==> config.mk <==
export PLATFORM = sky130hd
export DESIGN_NAME = arc_top
export DESIGN_NICKNAME = d
export VERILOG_FILES = /design/src/hw/arc_filter.v /design/src/hw/arc_err_calc.v /design/src/hw/arc_top.v
export VERILOG_INCLUDE_DIRS = /design/src /design/src/hw
export SDC_FILE = /design/constraint.sdc
export NUM_CORES = 1
export LEC_CHECK = 0
export BUFFER_PORTS_ARGS = -buffer_cell sky130_fd_sc_hd__buf_2
export CORE_ASPECT_RATIO = 1.5
export CORE_UTILIZATION = 50
export DETAILED_ROUTE_END_ITERATION = 6
export PLACE_DENSITY = 0.67
export REMOVE_ABC_BUFFERS = 1
export SYNTH_ARGS = -nofsm -noshare
export SYNTH_HDL_FRONTEND = slang
export SYNTH_SLANG_ARGS = --single-unit
==> constraint.sdc <==
create_clock -name clk_sys_i -period 16.79 [get_ports clk_sys_i]
set_clock_uncertainty 0.1 [all_clocks]
set_input_delay 0.8395 -clock clk_sys_i [delete_from_list [all_inputs] [get_ports clk_sys_i]]
set_output_delay 0.8395 -clock clk_sys_i [all_outputs]
set_load 0.01 [all_outputs]
==> src/hw/arc_map.vh <==
/*
 * Register map, field positions, codes and reset values of the ADC result computation block.
 * Assumes Avalon-MM word addressing: address index N is byte offset 4*N.
 */
`ifndef ARC_MAP_VH
`define ARC_MAP_VH

// ==========================================================
// Word addresses
`define ARC_A_FCTL     4'h0
`define ARC_A_TCTL     4'h1
`define ARC_A_CTRL     4'h2
`define ARC_A_STPT     4'h3
`define ARC_A_UTH      4'h4
`define ARC_A_LTH      4'h5
`define ARC_A_RES      4'h6
`define ARC_A_PREV     4'h7
`define ARC_A_ACC      4'h8
`define ARC_A_FILT     4'h9
`define ARC_A_ERR      4'hA
`define ARC_A_CNT      4'hB
`define ARC_A_IST      4'hC
`define ARC_A_ICLR     4'hD
`define ARC_A_IEN      4'hE

// ==========================================================
// Field positions
`define ARC_FC_PSIS    7
`define ARC_FC_CRS     6:4
`define ARC_FC_ACLR    3
`define ARC_FC_MODE    2:0
`define ARC_TC_CALC    6:4
`define ARC_TC_SOI     3
`define ARC_TC_TMD     2:0
`define ARC_CT_GO      0
`define ARC_CT_CONT    1
`define ARC_CT_DSEN    2
`define ARC_CNT_OVF    8
`define ARC_IS_THR     0
`define ARC_IS_DONE    1
`define ARC_IS_OVF     2

// ==========================================================
// Codes
`define ARC_MD_ACC     3'h1
`define ARC_MD_AVG     3'h2
`define ARC_MD_BURST   3'h3
`define ARC_MD_LPF     3'h4
`define ARC_CA_DIFF    3'h0
`define ARC_CA_RSTP    3'h1
`define ARC_CA_RFLT    3'h2
`define ARC_CA_PFLT    3'h4
`define ARC_CA_FSTP    3'h5
`define ARC_TM_OFF     3'h0
`define ARC_TM_BLO     3'h1
`define ARC_TM_GELO    3'h2
`define ARC_TM_IN      3'h3
`define ARC_TM_OUT     3'h4
`define ARC_TM_LEUP    3'h5
`define ARC_TM_GTUP    3'h6
`define ARC_TM_ALL     3'h7

// ==========================================================
// Reset values
`define ARC_R8         8'h00
`define ARC_R16        16'h0000
`define ARC_R18        18'h00000
`define ARC_R32        32'h00000000

`endif

==> src/hw/arc_filter.v <==
/*
 * Accumulator, average and low-pass filter update for one computed sample.
 * Assumes the caller registers the outputs; purely combinational.
 */
`timescale 1ns/1ps
`include "arc_map.vh"

module arc_filter (
    input  wire [2:0]  mode_i,   // Computation mode
    input  wire [2:0]  crs_i,    // Shift control
    input  wire [15:0] smp_i,    // Sample, two's complement
    input  wire [17:0] acc_i,    // Accumulator now
    input  wire [7:0]  cnt_i,    // Sample count now
    input  wire [15:0] filt_i,   // Filtered value now
    output reg  [17:0] acc_o,    // Next accumulator
    output reg  [7:0]  cnt_o,    // Next count
    output reg  [15:0] filt_o,   // Next filtered value
    output reg         ovf_o,    // Accumulator overflowed
    output reg         done_o    // Average complete
);

    // ==========================================================
    // Division by a power of two, truncated toward zero
    function [18:0] div_tz;
        input [18:0] v;
        input [2:0]  sh;
        reg   [18:0] m;
        begin
            m = v[18] ? (~v + 19'h00001) : v;
            m = m >> sh;
            div_tz = v[18] ? (~m + 19'h00001) : m;
        end
    endfunction

    reg [18:0] a19;
    reg [18:0] s19;
    reg [18:0] sum;
    reg [18:0] q;
    reg [8:0]  cn;

    // ==========================================================
    // Update
    always @* begin
        a19 = {acc_i[17], acc_i};
        s19 = {{3{smp_i[15]}}, smp_i};
        cn = {1'b0, cnt_i} + 9'h001;
        sum = a19 + s19;
        acc_o = acc_i;
        cnt_o = cnt_i;
        filt_o = filt_i;
        ovf_o = 1'b0;
        done_o = 1'b0;
        case (mode_i)
            `ARC_MD_ACC, `ARC_MD_AVG, `ARC_MD_BURST: begin
                q = div_tz(sum, crs_i);
                acc_o = sum[17:0];
                ovf_o = sum[18] ^ sum[17];
                cnt_o = cn[8] ? cnt_i : cn[7:0];
                filt_o = q[15:0];
                if (mode_i != `ARC_MD_ACC && cn >= (9'h001 << crs_i)) begin
                    done_o = 1'b1;
                    acc_o = `ARC_R18;
                    cnt_o = 8'h00;
                end
            end
            `ARC_MD_LPF: begin
                sum = a19 - div_tz(a19, crs_i) + s19;
                q = div_tz(sum, crs_i);
                acc_o = sum[17:0];
                ovf_o = sum[18] ^ sum[17];
                cnt_o = cn[8] ? cnt_i : cn[7:0];
                filt_o = q[15:0];
                done_o = 1'b1;
            end
            default: begin
                q = sum;
            end
        endcase
    end

endmodule

==> src/hw/arc_err_calc.v <==
/*
 * Error formula and threshold comparison for one calculation.
 * Assumes all values are 16-bit two's complement; purely combinational.
 */
`timescale 1ns/1ps
`include "arc_map.vh"

module arc_err_calc (
    input  wire [2:0]  calc_i,   // Error formula select
    input  wire [2:0]  tmd_i,    // Threshold mode
    input  wire        dsen_i,   // Double sample on
    input  wire [15:0] res_i,    // Current result
    input  wire [15:0] prev_i,   // Previous value
    input  wire [15:0] filt_i,   // Filtered value
    input  wire [15:0] stpt_i,   // Setpoint
    input  wire [15:0] uth_i,    // Upper threshold
    input  wire [15:0] lth_i,    // Lower threshold
    output reg  [15:0] err_o,    // Error value
    output reg         hit_o     // Threshold met
);

    reg [15:0] base;

    // ==========================================================
    // Formula and compare
    always @* begin
        base = dsen_i ? (res_i - prev_i) : res_i;
        case (calc_i)
            `ARC_CA_FSTP: err_o = filt_i - stpt_i;
            `ARC_CA_PFLT: err_o = prev_i - filt_i;
            `ARC_CA_RFLT: err_o = base - filt_i;
            `ARC_CA_RSTP: err_o = base - stpt_i;
            `ARC_CA_DIFF: err_o = res_i - prev_i;
            default:      err_o = `ARC_R16;
        endcase
        case (tmd_i)
            `ARC_TM_ALL:  hit_o = 1'b1;
            `ARC_TM_GTUP: hit_o = $signed(err_o) > $signed(uth_i);
            `ARC_TM_LEUP: hit_o = $signed(err_o) <= $signed(uth_i);
            `ARC_TM_OUT:  hit_o = $signed(err_o) < $signed(lth_i) ||
                                  $signed(err_o) > $signed(uth_i);
            `ARC_TM_IN:   hit_o = $signed(err_o) > $signed(lth_i) &&
                                  $signed(err_o) < $signed(uth_i);
            `ARC_TM_GELO: hit_o = $signed(err_o) >= $signed(lth_i);
            `ARC_TM_BLO:  hit_o = $signed(err_o) < $signed(lth_i);
            default:      hit_o = 1'b0;
        endcase
    end

endmodule

==> src/hw/arc_top.v <==
/*
 * ADC result computation block: register file on Avalon-MM, conversion
 * sequencing, accumulate/average/filter, error and threshold interrupt.
 * Assumes the converter takes conv_start_o as a one-cycle request and later
 * returns one res_valid_i pulse with res_data_i, on the same clock.
 */
// Contract
// - Low-pass mode: time constant two to the shift value, unity gain.
// - Error formula chosen by bits 6 to 4; codes 111, 110, 011 reserved.
// - Code 101: error is filtered value minus setpoint.
// - Code 100: error is previous value minus filtered value.
// - Code 000: error is result minus previous value.
// - Double sample: codes 001, 010 use result minus previous as base.
// - Top bit of threshold control reads zero.
// - Previous select 0 loads prior result into previous value.
// - One conversion per trigger, or a pair when double sample set; burst mode repeats them until the average completes.
// - Continuous with stop-on-interrupt clears go on threshold, else retrigger.
// - Threshold mode field picks the condition that sets the flag.
`timescale 1ns/1ps
`include "arc_map.vh"

module arc_top (
    input  wire        clk_sys_i,          // System clock, 50 MHz
    input  wire        rst_i,              // Synchronous reset, high
    input  wire [3:0]  avs_address_i,      // Word address
    input  wire        avs_read_i,         // Read request
    input  wire        avs_write_i,        // Write request
    input  wire [31:0] avs_writedata_i,    // Write data
    input  wire [3:0]  avs_byteenable_i,   // Byte lanes
    output wire [31:0] avs_readdata_o,     // Read data
    output wire        avs_waitrequest_o,  // Stall
    output wire        conv_start_o,       // Start one conversion
    input  wire        res_valid_i,        // Result ready pulse
    input  wire [9:0]  res_data_i,         // Conversion result
    output wire        irq_o               // Interrupt, level
);

    // ==========================================================
    // States
    localparam [1:0] ST_IDLE  = 2'h0;
    localparam [1:0] ST_START = 2'h1;
    localparam [1:0] ST_WAIT  = 2'h2;
    localparam [1:0] ST_CALC  = 2'h3;

    // ==========================================================
    // Declarations
    reg  [7:0]  fctl_q;
    reg  [6:0]  tctl_q;
    reg         go_q;
    reg         cont_q;
    reg         dsen_q;
    reg  [15:0] stpt_q;
    reg  [15:0] uth_q;
    reg  [15:0] lth_q;
    reg  [9:0]  res_q;
    reg  [15:0] prev_q;
    reg  [15:0] filt_q;
    reg  [15:0] err_q;
    reg  [17:0] acc_q;
    reg  [7:0]  cnt_q;
    reg         ovf_q;
    reg  [2:0]  ist_q;
    reg  [2:0]  ien_q;
    reg  [2:0]  ist_d;
    reg  [2:0]  iset;
    reg  [2:0]  iclr;
    reg         irq_q;
    reg         wait_q;
    reg  [31:0] rdata_q;
    reg  [31:0] rdata_d;
    reg         start_q;
    reg  [1:0]  state_q;
    reg         second_q;

    wire        req;
    wire        wr;
    wire [15:0] res16;
    wire [15:0] smp;
    wire [17:0] acc_n;
    wire [7:0]  cnt_n;
    wire [15:0] filt_n;
    wire        ovf_n;
    wire        avg_done;
    wire [15:0] err_n;
    wire        hit_n;
    wire        calc;

    // ==========================================================
    // Byte-lane merge for 16-bit registers
    function [15:0] merge16;
        input [15:0] old;
        input [31:0] wd;
        input [3:0]  be;
        begin
            merge16[7:0] = be[0] ? wd[7:0] : old[7:0];
            merge16[15:8] = be[1] ? wd[15:8] : old[15:8];
        end
    endfunction

    // ==========================================================
    // Bus handshake
    assign req = avs_read_i | avs_write_i;
    assign wr = avs_write_i & ~wait_q;
    assign res16 = {6'h00, res_q};
    assign smp = dsen_q ? (res16 - prev_q) : res16;
    assign calc = (state_q == ST_CALC);

    assign avs_readdata_o = rdata_q;
    assign avs_waitrequest_o = wait_q;
    assign conv_start_o = start_q;
    assign irq_o = irq_q;

    // ==========================================================
    // Computation
    arc_filter u_filter (
        .mode_i (fctl_q[`ARC_FC_MODE]),
        .crs_i  (fctl_q[`ARC_FC_CRS]),
        .smp_i  (smp),
        .acc_i  (acc_q),
        .cnt_i  (cnt_q),
        .filt_i (filt_q),
        .acc_o  (acc_n),
        .cnt_o  (cnt_n),
        .filt_o (filt_n),
        .ovf_o  (ovf_n),
        .done_o (avg_done)
    );

    arc_err_calc u_err (
        .calc_i (tctl_q[`ARC_TC_CALC]),
        .tmd_i  (tctl_q[`ARC_TC_TMD]),
        .dsen_i (dsen_q),
        .res_i  (res16),
        .prev_i (prev_q),
        .filt_i (filt_n),
        .stpt_i (stpt_q),
        .uth_i  (uth_q),
        .lth_i  (lth_q),
        .err_o  (err_n),
        .hit_o  (hit_n)
    );

    // ==========================================================
    // Read mux
    always @* begin
        rdata_d = `ARC_R32;
        case (avs_address_i)
            `ARC_A_FCTL: rdata_d[7:0] = fctl_q;
            `ARC_A_TCTL: rdata_d[6:0] = tctl_q;
            `ARC_A_CTRL: rdata_d[2:0] = {dsen_q, cont_q, go_q};
            `ARC_A_STPT: rdata_d[15:0] = stpt_q;
            `ARC_A_UTH:  rdata_d[15:0] = uth_q;
            `ARC_A_LTH:  rdata_d[15:0] = lth_q;
            `ARC_A_RES:  rdata_d[9:0] = res_q;
            `ARC_A_PREV: rdata_d[15:0] = prev_q;
            `ARC_A_ACC:  rdata_d[17:0] = acc_q;
            `ARC_A_FILT: rdata_d[15:0] = filt_q;
            `ARC_A_ERR:  rdata_d[15:0] = err_q;
            `ARC_A_CNT:  rdata_d[8:0] = {ovf_q, cnt_q};
            `ARC_A_IST:  rdata_d[2:0] = ist_q;
            `ARC_A_IEN:  rdata_d[2:0] = ien_q;
            default:     rdata_d = `ARC_R32;
        endcase
    end

    // ==========================================================
    // Interrupt status: set wins over clear
    always @* begin
        iset = 3'h0;
        iclr = 3'h0;
        if (calc && !(fctl_q[`ARC_FC_MODE] == `ARC_MD_BURST && !avg_done)) begin
            iset[`ARC_IS_DONE] = 1'b1;
            iset[`ARC_IS_THR] = hit_n;
            iset[`ARC_IS_OVF] = ovf_n;
        end

        if (calc) begin
            iset[`ARC_IS_OVF] = ovf_n;
        end

        if (wr && avs_address_i == `ARC_A_ICLR && avs_byteenable_i[0]) begin
            iclr = avs_writedata_i[2:0];
        end

        ist_d = (ist_q & ~iclr) | iset;
    end

    always @(posedge clk_sys_i) begin
        if (rst_i) begin
            ist_q <= 3'h0;
            irq_q <= 1'b0;
        end else begin
            ist_q <= ist_d;
            irq_q <= |(ist_d & ien_q);
        end
    end

    // ==========================================================
    // Bus slave: one wait cycle, then the answer
    always @(posedge clk_sys_i) begin
        if (rst_i) begin
            wait_q <= 1'b1;
            rdata_q <= `ARC_R32;
        end else begin
            wait_q <= ~(req & wait_q);
            if (avs_read_i && wait_q) begin
                rdata_q <= rdata_d;
            end
        end
    end

    // ==========================================================
    // Software registers
    always @(posedge clk_sys_i) begin
        if (rst_i) begin
            fctl_q <= `ARC_R8;
            tctl_q <= 7'h00;
            cont_q <= 1'b0;
            dsen_q <= 1'b0;
            stpt_q <= `ARC_R16;
            uth_q <= `ARC_R16;
            lth_q <= `ARC_R16;
            ien_q <= 3'h0;
        end else begin
            if (fctl_q[`ARC_FC_ACLR]) begin
                fctl_q[`ARC_FC_ACLR] <= 1'b0;
            end

            if (wr && avs_byteenable_i[0]) begin
                case (avs_address_i)
                    `ARC_A_FCTL: fctl_q <= avs_writedata_i[7:0];
                    `ARC_A_TCTL: tctl_q <= avs_writedata_i[6:0];
                    `ARC_A_CTRL: begin
                        cont_q <= avs_writedata_i[`ARC_CT_CONT];
                        dsen_q <= avs_writedata_i[`ARC_CT_DSEN];
                    end
                    `ARC_A_IEN:  ien_q <= avs_writedata_i[2:0];
                    default:     ien_q <= ien_q;
                endcase
            end

            if (wr) begin
                case (avs_address_i)
                    `ARC_A_STPT: stpt_q <= merge16(stpt_q, avs_writedata_i, avs_byteenable_i);
                    `ARC_A_UTH:  uth_q <= merge16(uth_q, avs_writedata_i, avs_byteenable_i);
                    `ARC_A_LTH:  lth_q <= merge16(lth_q, avs_writedata_i, avs_byteenable_i);
                    default:     lth_q <= lth_q;
                endcase
            end
        end
    end

    // ==========================================================
    // Conversion sequencer and datapath registers
    always @(posedge clk_sys_i) begin
        if (rst_i) begin
            state_q <= ST_IDLE;
            go_q <= 1'b0;
            start_q <= 1'b0;
            second_q <= 1'b0;
            res_q <= 10'h000;
            prev_q <= `ARC_R16;
            filt_q <= `ARC_R16;
            err_q <= `ARC_R16;
            acc_q <= `ARC_R18;
            cnt_q <= 8'h00;
            ovf_q <= 1'b0;
        end else begin
            start_q <= 1'b0;

            case (state_q)
                ST_IDLE: begin
                    second_q <= 1'b0;
                    if (go_q) begin
                        state_q <= ST_START;
                    end
                end
                ST_START: begin
                    start_q <= 1'b1;
                    if (fctl_q[`ARC_FC_PSIS]) begin
                        prev_q <= filt_q;
                    end else begin
                        prev_q <= res16;
                    end
                    state_q <= ST_WAIT;
                end
                ST_WAIT: begin
                    if (res_valid_i) begin
                        res_q <= res_data_i;
                        if (dsen_q && !second_q) begin
                            second_q <= 1'b1;
                            state_q <= ST_START;
                        end else begin
                            state_q <= ST_CALC;
                        end
                    end
                end
                ST_CALC: begin
                    second_q <= 1'b0;
                    acc_q <= acc_n;
                    cnt_q <= cnt_n;
                    filt_q <= filt_n;
                    ovf_q <= ovf_q | ovf_n;
                    err_q <= err_n;

                    if (fctl_q[`ARC_FC_MODE] == `ARC_MD_BURST && !avg_done) begin
                        state_q <= ST_START;
                    end else if (!go_q) begin
                        state_q <= ST_IDLE;
                    end else if (cont_q) begin
                        if (tctl_q[`ARC_TC_SOI] && hit_n) begin
                            go_q <= 1'b0;
                            state_q <= ST_IDLE;
                        end else begin
                            state_q <= ST_START;
                        end
                    end else begin
                        go_q <= 1'b0;
                        state_q <= ST_IDLE;
                    end
                end
                default: begin
                    state_q <= ST_IDLE;
                end
            endcase

            if (fctl_q[`ARC_FC_ACLR]) begin
                acc_q <= `ARC_R18;
                cnt_q <= 8'h00;
                ovf_q <= 1'b0;
            end

            if (wr && avs_byteenable_i[0] && avs_address_i == `ARC_A_CTRL) begin
                go_q <= avs_writedata_i[`ARC_CT_GO];
            end
        end
    end

endmodule

After elaboration in Yosys (flattened, before gate mapping)
Cells that the tools add are included.

cells by class
  add/subtract/negate cells = 15
  $lt $le $gt $ge = 7
  equality and inequality tests = 37
  shift-type cells = 4
  mux-type cells = 47
  bitwise operators = 20
  reduce and logical (&&, ||, !) cells = 41

operators by type and width
  kind                                           number
  case mux 16 bit (5 select lines)               1
  adder 19 x 1 -> 19 bit, second input constant  4
  two-way mux 19 bit                             4
  inverter 19 bit                                4
  two-way mux 16 bit                             4
  subtractor 16 bit                              4
  case mux 4 bit (11 select lines)               1
  case mux 3 bit (14 select lines)               1
  case mux 6 bit (7 select lines)                1
  right shift 19 x 3 -> 16 bit                   2
  case mux 18 bit (2 select lines)               1
  adder 16 x 1 -> 16 bit, second input constant  2
  > comparator 16 bit                            2
  < comparator 16 bit                            2
  inverter 16 bit                                2
  case mux 16 bit (2 select lines)               1
  == test 4 bit, second input constant           7
  == test 3 bit, second input constant           7
  AND reduction 3 bit                            7
  adder 18 x 16 -> 19 bit                        1
  adder 19 bit                                   1
  right shift 19 x 3 -> 19 bit                   1
  subtractor 19 bit                              1
  two-way mux 18 bit                             1
  44 further kinds                               109

word-level totals
  bits in registers = 181
  input bits = 55
  output and inout bits = 35
  logic and storage cells = 198

Logic depth before layout (Yosys ltp)
Gate-level depths: netlist of the first run.

  depth after elaboration = 29
  mapped depth = 75
  mapped depth without buffers = 73

Cells and area by module
From an unflattened synthesis of the first run, not the netlist that was laid out.

unflattened totals
  cells, all modules = 3266
  area, all modules = 24337.1 um2

by module, submodules not included
  module        instances  cells an instance  area an instance (um2)  seq. area each (um2)
  arc_filter    1          1641               10933.0                 0.0
  arc_top       1          1010               8967.4                  3623.5
  arc_err_calc  1          615                4436.8                  0.0

Worst setup path before layout of the first run
Ideal clock, no wire load.

  kind = register to register
  start = register acc_q[1]
  end = register irq_q (netlist: irq_o)
  setup time = 0.115 ns
  data arrival time = 12.863 ns
  data required time = 16.575 ns
  setup slack = 3.713 ns
  cell stages (with the launch flop) = 71
  buffers on the path = 4
  clock period less this slack = 13.077 ns
  cell sequence = dfxtp_1 inv_1 ha_1 or3b_1 buf_2 o41ai_2 xnor2_1 mux2_1 nand3_1 nand2_1 or3b_1 buf_2 or3_1 o21ai_0 xnor2_1 fa_1 ha_1 o21a_1 [... 35 more ...] o21a_1 nor2_1 xnor2_1 o211a_1 and3_1 o21ai_0 ha_1 nand4_1 nor2_1 o21ai_0 nand4_1 o21ai_0 a21oi_1 o311ai_0 o21a_1 a2bb2oi_1 o22ai_1 o21a_1

between the ends
  cells in the longest elaborated chain, start to end = 26
  elaborated cells between the ends (all ways) = 46
  those cells by class = 12 x add/sub; 6 x order compare; 3 x shift; 12 x mux; 10 x bitwise; 3 x reduce/logical

RTL lines
  item                                                          RTL line                              source
  from (decl)                                                   arc_top.v:59                          reg [17:0] acc_q;
  from (signal assigned)                                        arc_top.v:265                         acc_q <= `ARC_R18;
  from (signal assigned)                                        arc_top.v:300                         acc_q <= acc_n;
  from (signal assigned)                                        arc_top.v:328                         acc_q <= `ARC_R18;
  inverter 19 bit                                               arc_filter.v:29                       m = v[18] ? (~v + 19'h00001) : v;
  adder 19 x 1 -> 19 bit                                        arc_filter.v:29
  two-way mux 19 bit                                            arc_filter.v:29
  right shift 19 x 3 -> 19 bit                                  arc_filter.v:30                       m = m >> sh;
  inverter 19 bit                                               arc_filter.v:31                       div_tz = v[18] ? (~m + 19'h00001) : m;
  adder 19 x 1 -> 19 bit                                        arc_filter.v:31
  two-way mux 19 bit                                            arc_filter.v:31
  subtractor 19 bit                                             arc_filter.v:67                       sum = a19 - div_tz(a19, crs_i) + s19;
  [... 11 more ...]                                             --
  net err_n[15]                                                 arc_top.v:84                          wire [15:0] err_n;
  > comparator 16 bit (tied with other cells)                   arc_err_calc.v:42                     `ARC_TM_IN: hit_o = $signed(err_o) > $signed(lth_i) &&
  logical AND 1 bit / logical OR 1 bit (equally long branches)  arc_err_calc.v:42, arc_err_calc.v:40
  case mux 1 bit (7 select lines) *                             arc_err_calc.v:36                     case (tmd_i)
  two-way mux 3 bit *                                           arc_top.v:171                         if (calc && !(fctl_q[`ARC_FC_MODE] == `ARC_MD_BURST && !avg_done)) begin
  OR 3 bit *                                                    arc_top.v:185                         ist_d = (ist_q & ~iclr) | iset;
  bitwise AND 3 bit *                                           arc_top.v:194                         irq_q <= |(ist_d & ien_q);
  OR reduction 3 bit *                                          arc_top.v:194
  to (signal assigned)                                          arc_top.v:194
  to (decl)                                                     arc_top.v:67                          reg irq_q;

The timed path passes the listed nets; every way through them passes the cells marked *.
A chain may end at the register's enable or synchronous reset.

Final worst setup path of the first run
  start = register acc_q[1]
  end = register irq_q (netlist: irq_o)

between the ends
  cells in the longest elaborated chain, start to end = 26
  elaborated cells between the ends (all ways) = 46
  those cells by class = 12 x add/sub; 6 x order compare; 3 x shift; 12 x mux; 10 x bitwise; 3 x reduce/logical

RTL lines
  item                                                          RTL line                              source
  inverter 19 bit                                               arc_filter.v:29
  adder 19 x 1 -> 19 bit                                        arc_filter.v:29
  two-way mux 19 bit                                            arc_filter.v:29
  right shift 19 x 3 -> 19 bit                                  arc_filter.v:30
  inverter 19 bit                                               arc_filter.v:31
  adder 19 x 1 -> 19 bit                                        arc_filter.v:31
  two-way mux 19 bit                                            arc_filter.v:31
  subtractor 19 bit                                             arc_filter.v:67
  [... 9 more ...]                                              --
  net filt_n[1]                                                 arc_top.v:81                          wire [15:0] filt_n;
  [... 2 more ...]                                              --
  net err_n[15]                                                 arc_top.v:84
  > comparator 16 bit (tied with other cells)                   arc_err_calc.v:42
  logical AND 1 bit / logical OR 1 bit (equally long branches)  arc_err_calc.v:42, arc_err_calc.v:40
  case mux 1 bit (7 select lines) *                             arc_err_calc.v:36
  two-way mux 3 bit *                                           arc_top.v:171
  OR 3 bit *                                                    arc_top.v:185
  bitwise AND 3 bit *                                           arc_top.v:194
  OR reduction 3 bit *                                          arc_top.v:194

Marked as above.

==> results of run 1 <==
worst max-delay path by stage:
| stage | startpoint | to | slack [ns] | cells after the start |
|---|---|---|---|---|
| detailed placement | acc_q[1]$_SDFFE_PP0P_ | irq_o$_SDFF_PP0_ | 0.50 | 70 |
| floorplan | fctl_q[4]$_SDFFE_PP0P_ | state_q[0]$_SDFFE_PP0P_ | 1.99 | 65 |
| CTS | acc_q[1]$_SDFFE_PP0P_ | irq_o$_SDFF_PP0_ | 0.41 | 70 |
| global route | acc_q[1]$_SDFFE_PP0P_ | state_q[0]$_SDFFE_PP0P_ | 0.01 | 69 |
| finish | acc_q[1]$_SDFFE_PP0P_ | irq_o$_SDFF_PP0_ | 0.75 | 67 |
| global placement | acc_q[1]$_SDFFE_PP0P_ | irq_o$_SDFF_PP0_ | 0.74 | 70 |
worst reg2reg max path, delay by kind of cell, from the launching register on:
kind                       cells  cell delay, ns
muxes                          2            0.72
and+or+nand+nor               15            3.42
adders and majority gates      6            1.92
AOI/OAI and AO/OA             36            7.51
buffers and inverters          4            0.56
DFF                            1            0.46
xor gates and xnor gates       4            1.25
registers in the layout, indices dropped and copies added, names as in the netlist, 10 cells and up:
name / flops
err_q: 16
acc_q: 18
res_q: 10
avs_readdata_o: 18
filt_q: 16
uth_q: 16
lth_q: 16
stpt_q: 16
prev_q: 16
timing repair:
item	in CTS	in global routing
hold buffers	0	0
hold endpoints to repair	0	0
setup endpoints to repair	0	4
resized for setup	0	12
cell usage after synthesis (10+ instances only):
| master | number |
|---|---|
| nor2_1 | 330 |
| nand2_1 | 208 |
| a21oi_1 | 188 |
| dfxtp_1 | 181 |
| inv_1 | 180 |
| o21ai_0 | 161 |
| ha_1 | 149 |
| clkbuf_1 | 122 |
| mux2i_1 | 105 |
| xnor2_1 | 103 |
| nor3_1 | 69 |
| nand3_1 | 64 |
| a22oi_1 | 58 |
| xor2_1 | 51 |
| a211oi_1 | 46 |
| nand2b_1 | 40 |
| nor2b_1 | 34 |
| a221oi_1 | 33 |
| a21o_1 | 30 |
| a31oi_1 | 30 |
| nand4_1 | 26 |
| nor4_1 | 26 |
| o31ai_1 | 26 |
| a21boi_0 | 22 |
| and2_1 | 22 |
| fa_1 | 22 |
| o211ai_1 | 22 |
| o21a_1 | 22 |
| and3_1 | 21 |
| o22ai_1 | 21 |
| buf_1 | 20 |
| or3_1 | 19 |
| mux2_2 | 18 |
| a222oi_1 | 17 |
| buf_4 | 17 |
| a311oi_1 | 15 |
| or4_1 | 13 |
| o21bai_1 | 10 |
| or2_2 | 10 |
stage by stage:
step	utilization [%]	instances	setup slack, ns
floorplan	-	2606	1.99
global placement	52.8	3243	0.737
detailed placement	52.8	3243	0.497
CTS	54.3	3274	0.409
global route	54.3	3274	0.0126
finish	54.3	3274	0.748
power groups by stage:
stage | combinational [mW] | sequential (mW) | clock (mW)
2_1_floorplan | 0.798 | 0.457 | 0
3_3_place_gp | 1.10 | 0.460 | 0
3_5_place_dp | 1.12 | 0.461 | 0
4_1_cts | 1.13 | 0.451 | 0.435
5_1_grt | 1.26 | 0.453 | 0.449
6_report | 1.16 | 0.451 | 0.437
cell families after synthesis:
group / share of synthesized area, %
other: 0.0184
multiplexers: 6.70
flip-flops: 17.7
AO/OA/AOI/OAI: 28.3
AND/OR/NAND/NOR: 22.0
XOR/XNOR: 6.99
buffers and inverters: 7.00
adder cells (fa/ha/maj): 11.3
cell type report:
cell class                 count  share of cell area (%)
clock buffer                  19                    2.07
multi-input combinational   2243                    70.7
inverter                     182                    3.13
sequential                   181                    16.6
timing repair buffer         131                    3.86
clock inverter                12                   0.716
tap                          506                    2.90
routing by layer:
metal / wire, um / vias to the layer above
met5: 12 / -
met4: 7490 / 2
met3: 5670 / 386
met2: 40100 / 1210
met1: 28800 / 10512
li1: - / 10087
==> impl_metrics.env, run 1 <==
export IMPL_status="complete, but fails checks"
export IMPL_drc=4
export IMPL_r2r_cells=67
export IMPL_wire_per_inst_um=25.1
export IMPL_power_leakage_nw=8.57
export IMPL_synth_edff_count=0
export IMPL_post_layout_total_power_mw=2.05
export IMPL_cp_data_required_time_ns=17.06
export IMPL_vdd_drop_max_uv=60.6
export IMPL_rows=90
export IMPL_multiInputGateArea_mm2=0.0155
export IMPL_cts_tree="yes"
export IMPL_setup_worst_path_start_class="flop"
export IMPL_layout_common_cells="328 x nor2_1, 208 x nand2_1, 186 x a21oi_1"
export IMPL_cts_num_sinks=181
export IMPL_viasPerCell=6.78
export IMPL_seq_area_frac_synth_pct=17.7
export IMPL_firstDrtPassIters=7
export IMPL_die_h_um=250
export IMPL_fin_area_mm2=0.0218
export IMPL_netlist_cell_type_count=111
export IMPL_power_switching_uw=939
export IMPL_hold_ws_ns=0.353
export IMPL_grt_use_met2_pct=67.2
export IMPL_final_common_cell="nor2_1"
export IMPL_r2r_slack_ns=0.75
export IMPL_power_density_mw_per_mm2=94.0
export IMPL_cts_max_level=4
export IMPL_port_buffers=57
export IMPL_setup_violations=0
export IMPL_core_mm2=0.0402
export IMPL_grtUsageMet3_pct=5.39
export IMPL_min_from="avs_readdata_o[2]$_SDFFE_PP0P_"
export IMPL_grt_setup_unrepaired="false"
export IMPL_busiest_layer="met2"
export IMPL_finalNetCount=2982
export IMPL_antenna_cells=0
export IMPL_vias=22197
export IMPL_intPower_mw=1.11
export IMPL_critPathMostFrequentCell="o21ai_0"
export IMPL_cpPeakStageDelay_ns=0.60
export IMPL_netSwitchingFraction_pct=45.7
export IMPL_synth_area_leaders="dfxtp_1 18%, ha_1 9.1%, nor2_1 6.1%"
export IMPL_maxSlewViolCount=0
export IMPL_worst_path_buf_inv=4
export IMPL_failed_checks="DRC"
export IMPL_cpMaxStageDelayCell="or4_1"
export IMPL_gr_total_overflow=0
export IMPL_fill_cells=3918
export IMPL_mappedNetlistArea_mm2=0.0204
export IMPL_dp_hpwl_mm=64.7
export IMPL_cts_root_buf="clkbuf_16"
export IMPL_placed_area_mm2=0.0212
export IMPL_fmax_mhz=62.3
export IMPL_finalCritPeriodShare_pct=95.5
export IMPL_cp_max_fo=16
export IMPL_ios=90
export IMPL_grt_pass1_vias=21589
export IMPL_hold_violations=0
export IMPL_critical_path_class="flop to flop"
export IMPL_drt_iter0_drc=2257
export IMPL_ys_warn_count=0
export IMPL_clkTransAtPathRegs_ns=0.08
export IMPL_detail_route_antenna_nets=0
export IMPL_max_slew_margin_rel_pct=23.5
export IMPL_avgSynthCellArea_um2=7.39
export IMPL_die_width_um=167
export IMPL_drive_gt1_share_pct=8.85
export IMPL_power_frac_comb_pct=56.7
export IMPL_clockPowerShare_pct=21.3
export IMPL_drv_cap=0
export IMPL_grt_use_met1_pct=40.3
export IMPL_postSynth_asyncResetShare_pct=0
export IMPL_netlist_instances=2763
export IMPL_initial_core_util_pct=50.8
export IMPL_finalSetupTns_ns=0
export IMPL_die_area_mm2=0.0417
export IMPL_grt_pass1_wl_mm=123
export IMPL_ys_ff_latch=181
export IMPL_tightest_slew_ns=1.14
export IMPL_max_clock_path_buffers=2
export IMPL_crit_arrival_ns=16.31
export IMPL_min_period_ns=16.04
export IMPL_whs_endpoint="avs_readdata_o[2]$_SDFFE_PP0P_"
export IMPL_antenna_found_initial=1
export IMPL_synth_area_leader_cell="dfxtp_1"
export IMPL_synth_flop_cell="dfxtp_1"
export IMPL_hp_class="flop to flop"
export IMPL_clock_latency_ns=0.48
export IMPL_worstReg2RegEnd="irq_o$_SDFF_PP0_"
export IMPL_cts_made_buffers=17
export IMPL_grt_start_max_net_pins=80
export IMPL_gp_congestion=0.998
export IMPL_cts_setup_buffers=0
export IMPL_min_path_cells=2
export IMPL_p_seq_share_pct=22.0
export IMPL_cp_top_family="compound AO/OA/AOI/OAI gates"
export IMPL_drt_total_wl_mm=82.1
export IMPL_synth_top_cell_area_share_pct=17.7
export IMPL_crit_path_end_kind="flop"
export IMPL_seq_area_mm2=0.00363
export IMPL_area_growth_pct=6.98
export IMPL_reg2reg_from="acc_q[1]$_SDFFE_PP0P_"
export IMPL_gr_usage_all_layers_pct=38.3
Power figures use the tool's default switching activity.
==> run 2, diff against run 1 <==
--- a/config.mk
+++ b/config.mk
@@ -9,6 +9,7 @@
 export BUFFER_PORTS_ARGS = -buffer_cell sky130_fd_sc_hd__buf_2
 export CORE_ASPECT_RATIO = 1.5
 export CORE_UTILIZATION = 50
+export CTS_BUF_LIST = sky130_fd_sc_hd__clkbuf_8
 export DETAILED_ROUTE_END_ITERATION = 6
 export PLACE_DENSITY = 0.67
 export REMOVE_ABC_BUFFERS = 1
==> constraint.sdc (replaced) <==
create_clock -name clk_sys_i -period 15.5 [get_ports clk_sys_i]
set_clock_uncertainty 0.1 [all_clocks]
set_input_delay 0.775 -clock clk_sys_i [delete_from_list [all_inputs] [get_ports clk_sys_i]]
set_output_delay 0.775 -clock clk_sys_i [all_outputs]
set_load 0.01 [all_outputs]
==> run 2 against run 1 <==
Net effect: the run still ends with DRC left; register-to-register slack gained 0.07 ns; global-route usage grew 1.7 points; die area is the same; via count grew 0.54%; combinational power grew 17%; clock power shrank 28%; worst hold slack gained 0.00099 ns; cell count grew 2.8%; critical path type unchanged.
==> impl_metrics.env, run 2 (synthesis gave the netlist of run 1 again) <==
export IMPL_status="complete, but fails checks"
export IMPL_failed_checks="DRC"
export IMPL_initial_core_util_pct=50.8
export IMPL_die_h_um=250
export IMPL_multiInputGateArea_mm2=0.0155
export IMPL_gr_usage_all_layers_pct=40.0
export IMPL_min_period_ns=14.68
export IMPL_drive_gt1_share_pct=11.9
export IMPL_grt_pass1_wl_mm=127
export IMPL_drc=7
export IMPL_tightest_slew_ns=1.18
export IMPL_rows=90
export IMPL_viasPerCell=6.63
export IMPL_hold_violations=0
export IMPL_max_clock_path_buffers=2
export IMPL_post_route_util_pct=55.5
export IMPL_vias=22317
export IMPL_port_buffers=57
export IMPL_cts_root_buf="clkbuf_8"
export IMPL_layout_common_cells="328 x nor2_1, 208 x nand2_1, 187 x a21oi_1"
export IMPL_seq_area_mm2=0.00363
export IMPL_vdd_drop_max_uv=85.3
export IMPL_cts_tree="yes"
export IMPL_power_leakage_nw=8.91
export IMPL_firstDrtPassIters=7
export IMPL_dp_hpwl_mm=67.7
export IMPL_critPathMostFrequentCell="o21ai_0"
export IMPL_ios=90
export IMPL_maxSlewViolCount=0
export IMPL_cts_num_sinks=181
export IMPL_gr_total_overflow=0
export IMPL_cp_max_fo=9
export IMPL_max_slew_margin_rel_pct=20.8
export IMPL_grt_pass1_vias=21757
export IMPL_finalNetCount=3073
export IMPL_finalCritPeriodShare_pct=94.7
export IMPL_die_area_mm2=0.0417
export IMPL_clkTransAtPathRegs_ns=0.11
export IMPL_detail_route_antenna_nets=0
export IMPL_drt_iter0_drc=2212
export IMPL_hp_class="flop to flop"
export IMPL_wire_per_inst_um=25.1
export IMPL_drv_cap=0
export IMPL_cts_made_buffers=17
export IMPL_grt_setup_unrepaired="false"
export IMPL_cpMaxStageDelayCell="mux4_2"
export IMPL_clock_latency_ns=0.52
export IMPL_fill_cells=4015
export IMPL_power_density_mw_per_mm2=96.9
export IMPL_cts_max_level=4
export IMPL_core_mm2=0.0402
export IMPL_cpPeakStageDelay_ns=0.54
export IMPL_critical_path_class="flop to flop"
export IMPL_crit_path_end_kind="flop"
export IMPL_finalSetupTns_ns=0
export IMPL_gp_congestion=1.01
export IMPL_fmax_mhz=68.1
export IMPL_antenna_found_initial=1
export IMPL_die_width_um=167
export IMPL_cp_data_required_time_ns=15.82
export IMPL_area_growth_pct=9.27
export IMPL_drt_total_wl_mm=84.5
export IMPL_setup_violations=0
export IMPL_setup_worst_path_start_class="flop"
export IMPL_crit_arrival_ns=15.01
export IMPL_final_common_cell="nor2_1"
export IMPL_grt_start_max_net_pins=81
run 2: area by class of cell:
cell class	count	share of cell area (%)
clock inverters	15	0.572
repair buffers	222	6.84
inverters	182	3.06
well taps	506	2.84
flip-flops and latches	181	16.3
clock buffers	17	1.05
multi-input cells	2243	69.4
diodes	1	0.0112
run 2: final timing paths:
kind                                          end  cells after the start                       startpoint  slack (ns)
hold reg to reg   avs_readdata_o[16]$_SDFFE_PP0P_                      2  avs_readdata_o[16]$_SDFFE_PP0P_        0.35
hold / removal    avs_readdata_o[16]$_SDFFE_PP0P_                      2  avs_readdata_o[16]$_SDFFE_PP0P_        0.35
setup reg to reg          state_q[0]$_SDFFE_PP0P_                     69            acc_q[1]$_SDFFE_PP0P_        0.82
setup / recovery          state_q[0]$_SDFFE_PP0P_                     69            acc_q[1]$_SDFFE_PP0P_        0.82
run 2: power breakdown:
group	leakage [nW]	switching (mW)	internal (mW)
sequential	1.46	0.0143	0.475
clock	0.191	0.201	0.115
combinational	7.25	0.801	0.557
total	8.91	1.02	1.15
run 2: what timing repair did:
action / CTS / global route
buffers inserted: 0 / 2
hold endpoints to repair: 0 / 0
gates resized for setup: 0 / 29
hold buffers: 0 / 0
setup endpoints to repair: 0 / 4
run 2: worst max-delay path, delay by kind of cell (launching register included):
kind,cells,cell delay (ns)
compound gates,38,7.10
xor+xnor,4,0.97
fa+ha+maj,6,1.80
buf+inv,4,0.55
flops,1,0.33
mux,2,0.69
simple gates,15,2.96
run 2: routing by layer:
| layer | GRT usage, % | vias up | wire length (um) |
|---|---|---|---|
| li1 | - | 10269 | - |
| met1 | 42.5 | 10638 | 30400 |
| met2 | 70.5 | 1049 | 41300 |
| met3 | 4.77 | 361 | 5100 |
| met4 | 33.1 | 0 | 7700 |
| met5 | 0 | - | 0 |
run 2: metrics by stage:
| stage | std cells | cell area [um2] | worst slack (ns) | hold slack (ns) | total power, mW |
|---|---|---|---|---|---|
| 4_1_cts | 3364 | 22200 | 0.0652 | 0.358 | 2.14 |
| 2_1_floorplan | 2606 | 19700 | 0.705 | 0.339 | 1.36 |
| 3_3_place_gp | 3332 | 21900 | 0.371 | 0.339 | 1.82 |
| 6_report | 3367 | 22300 | 0.817 | 0.354 | 2.16 |
| 3_5_place_dp | 3332 | 21900 | 0.178 | 0.344 | 1.83 |
| 5_1_grt | 3367 | 22300 | 0.00565 | 0.366 | 2.30 |
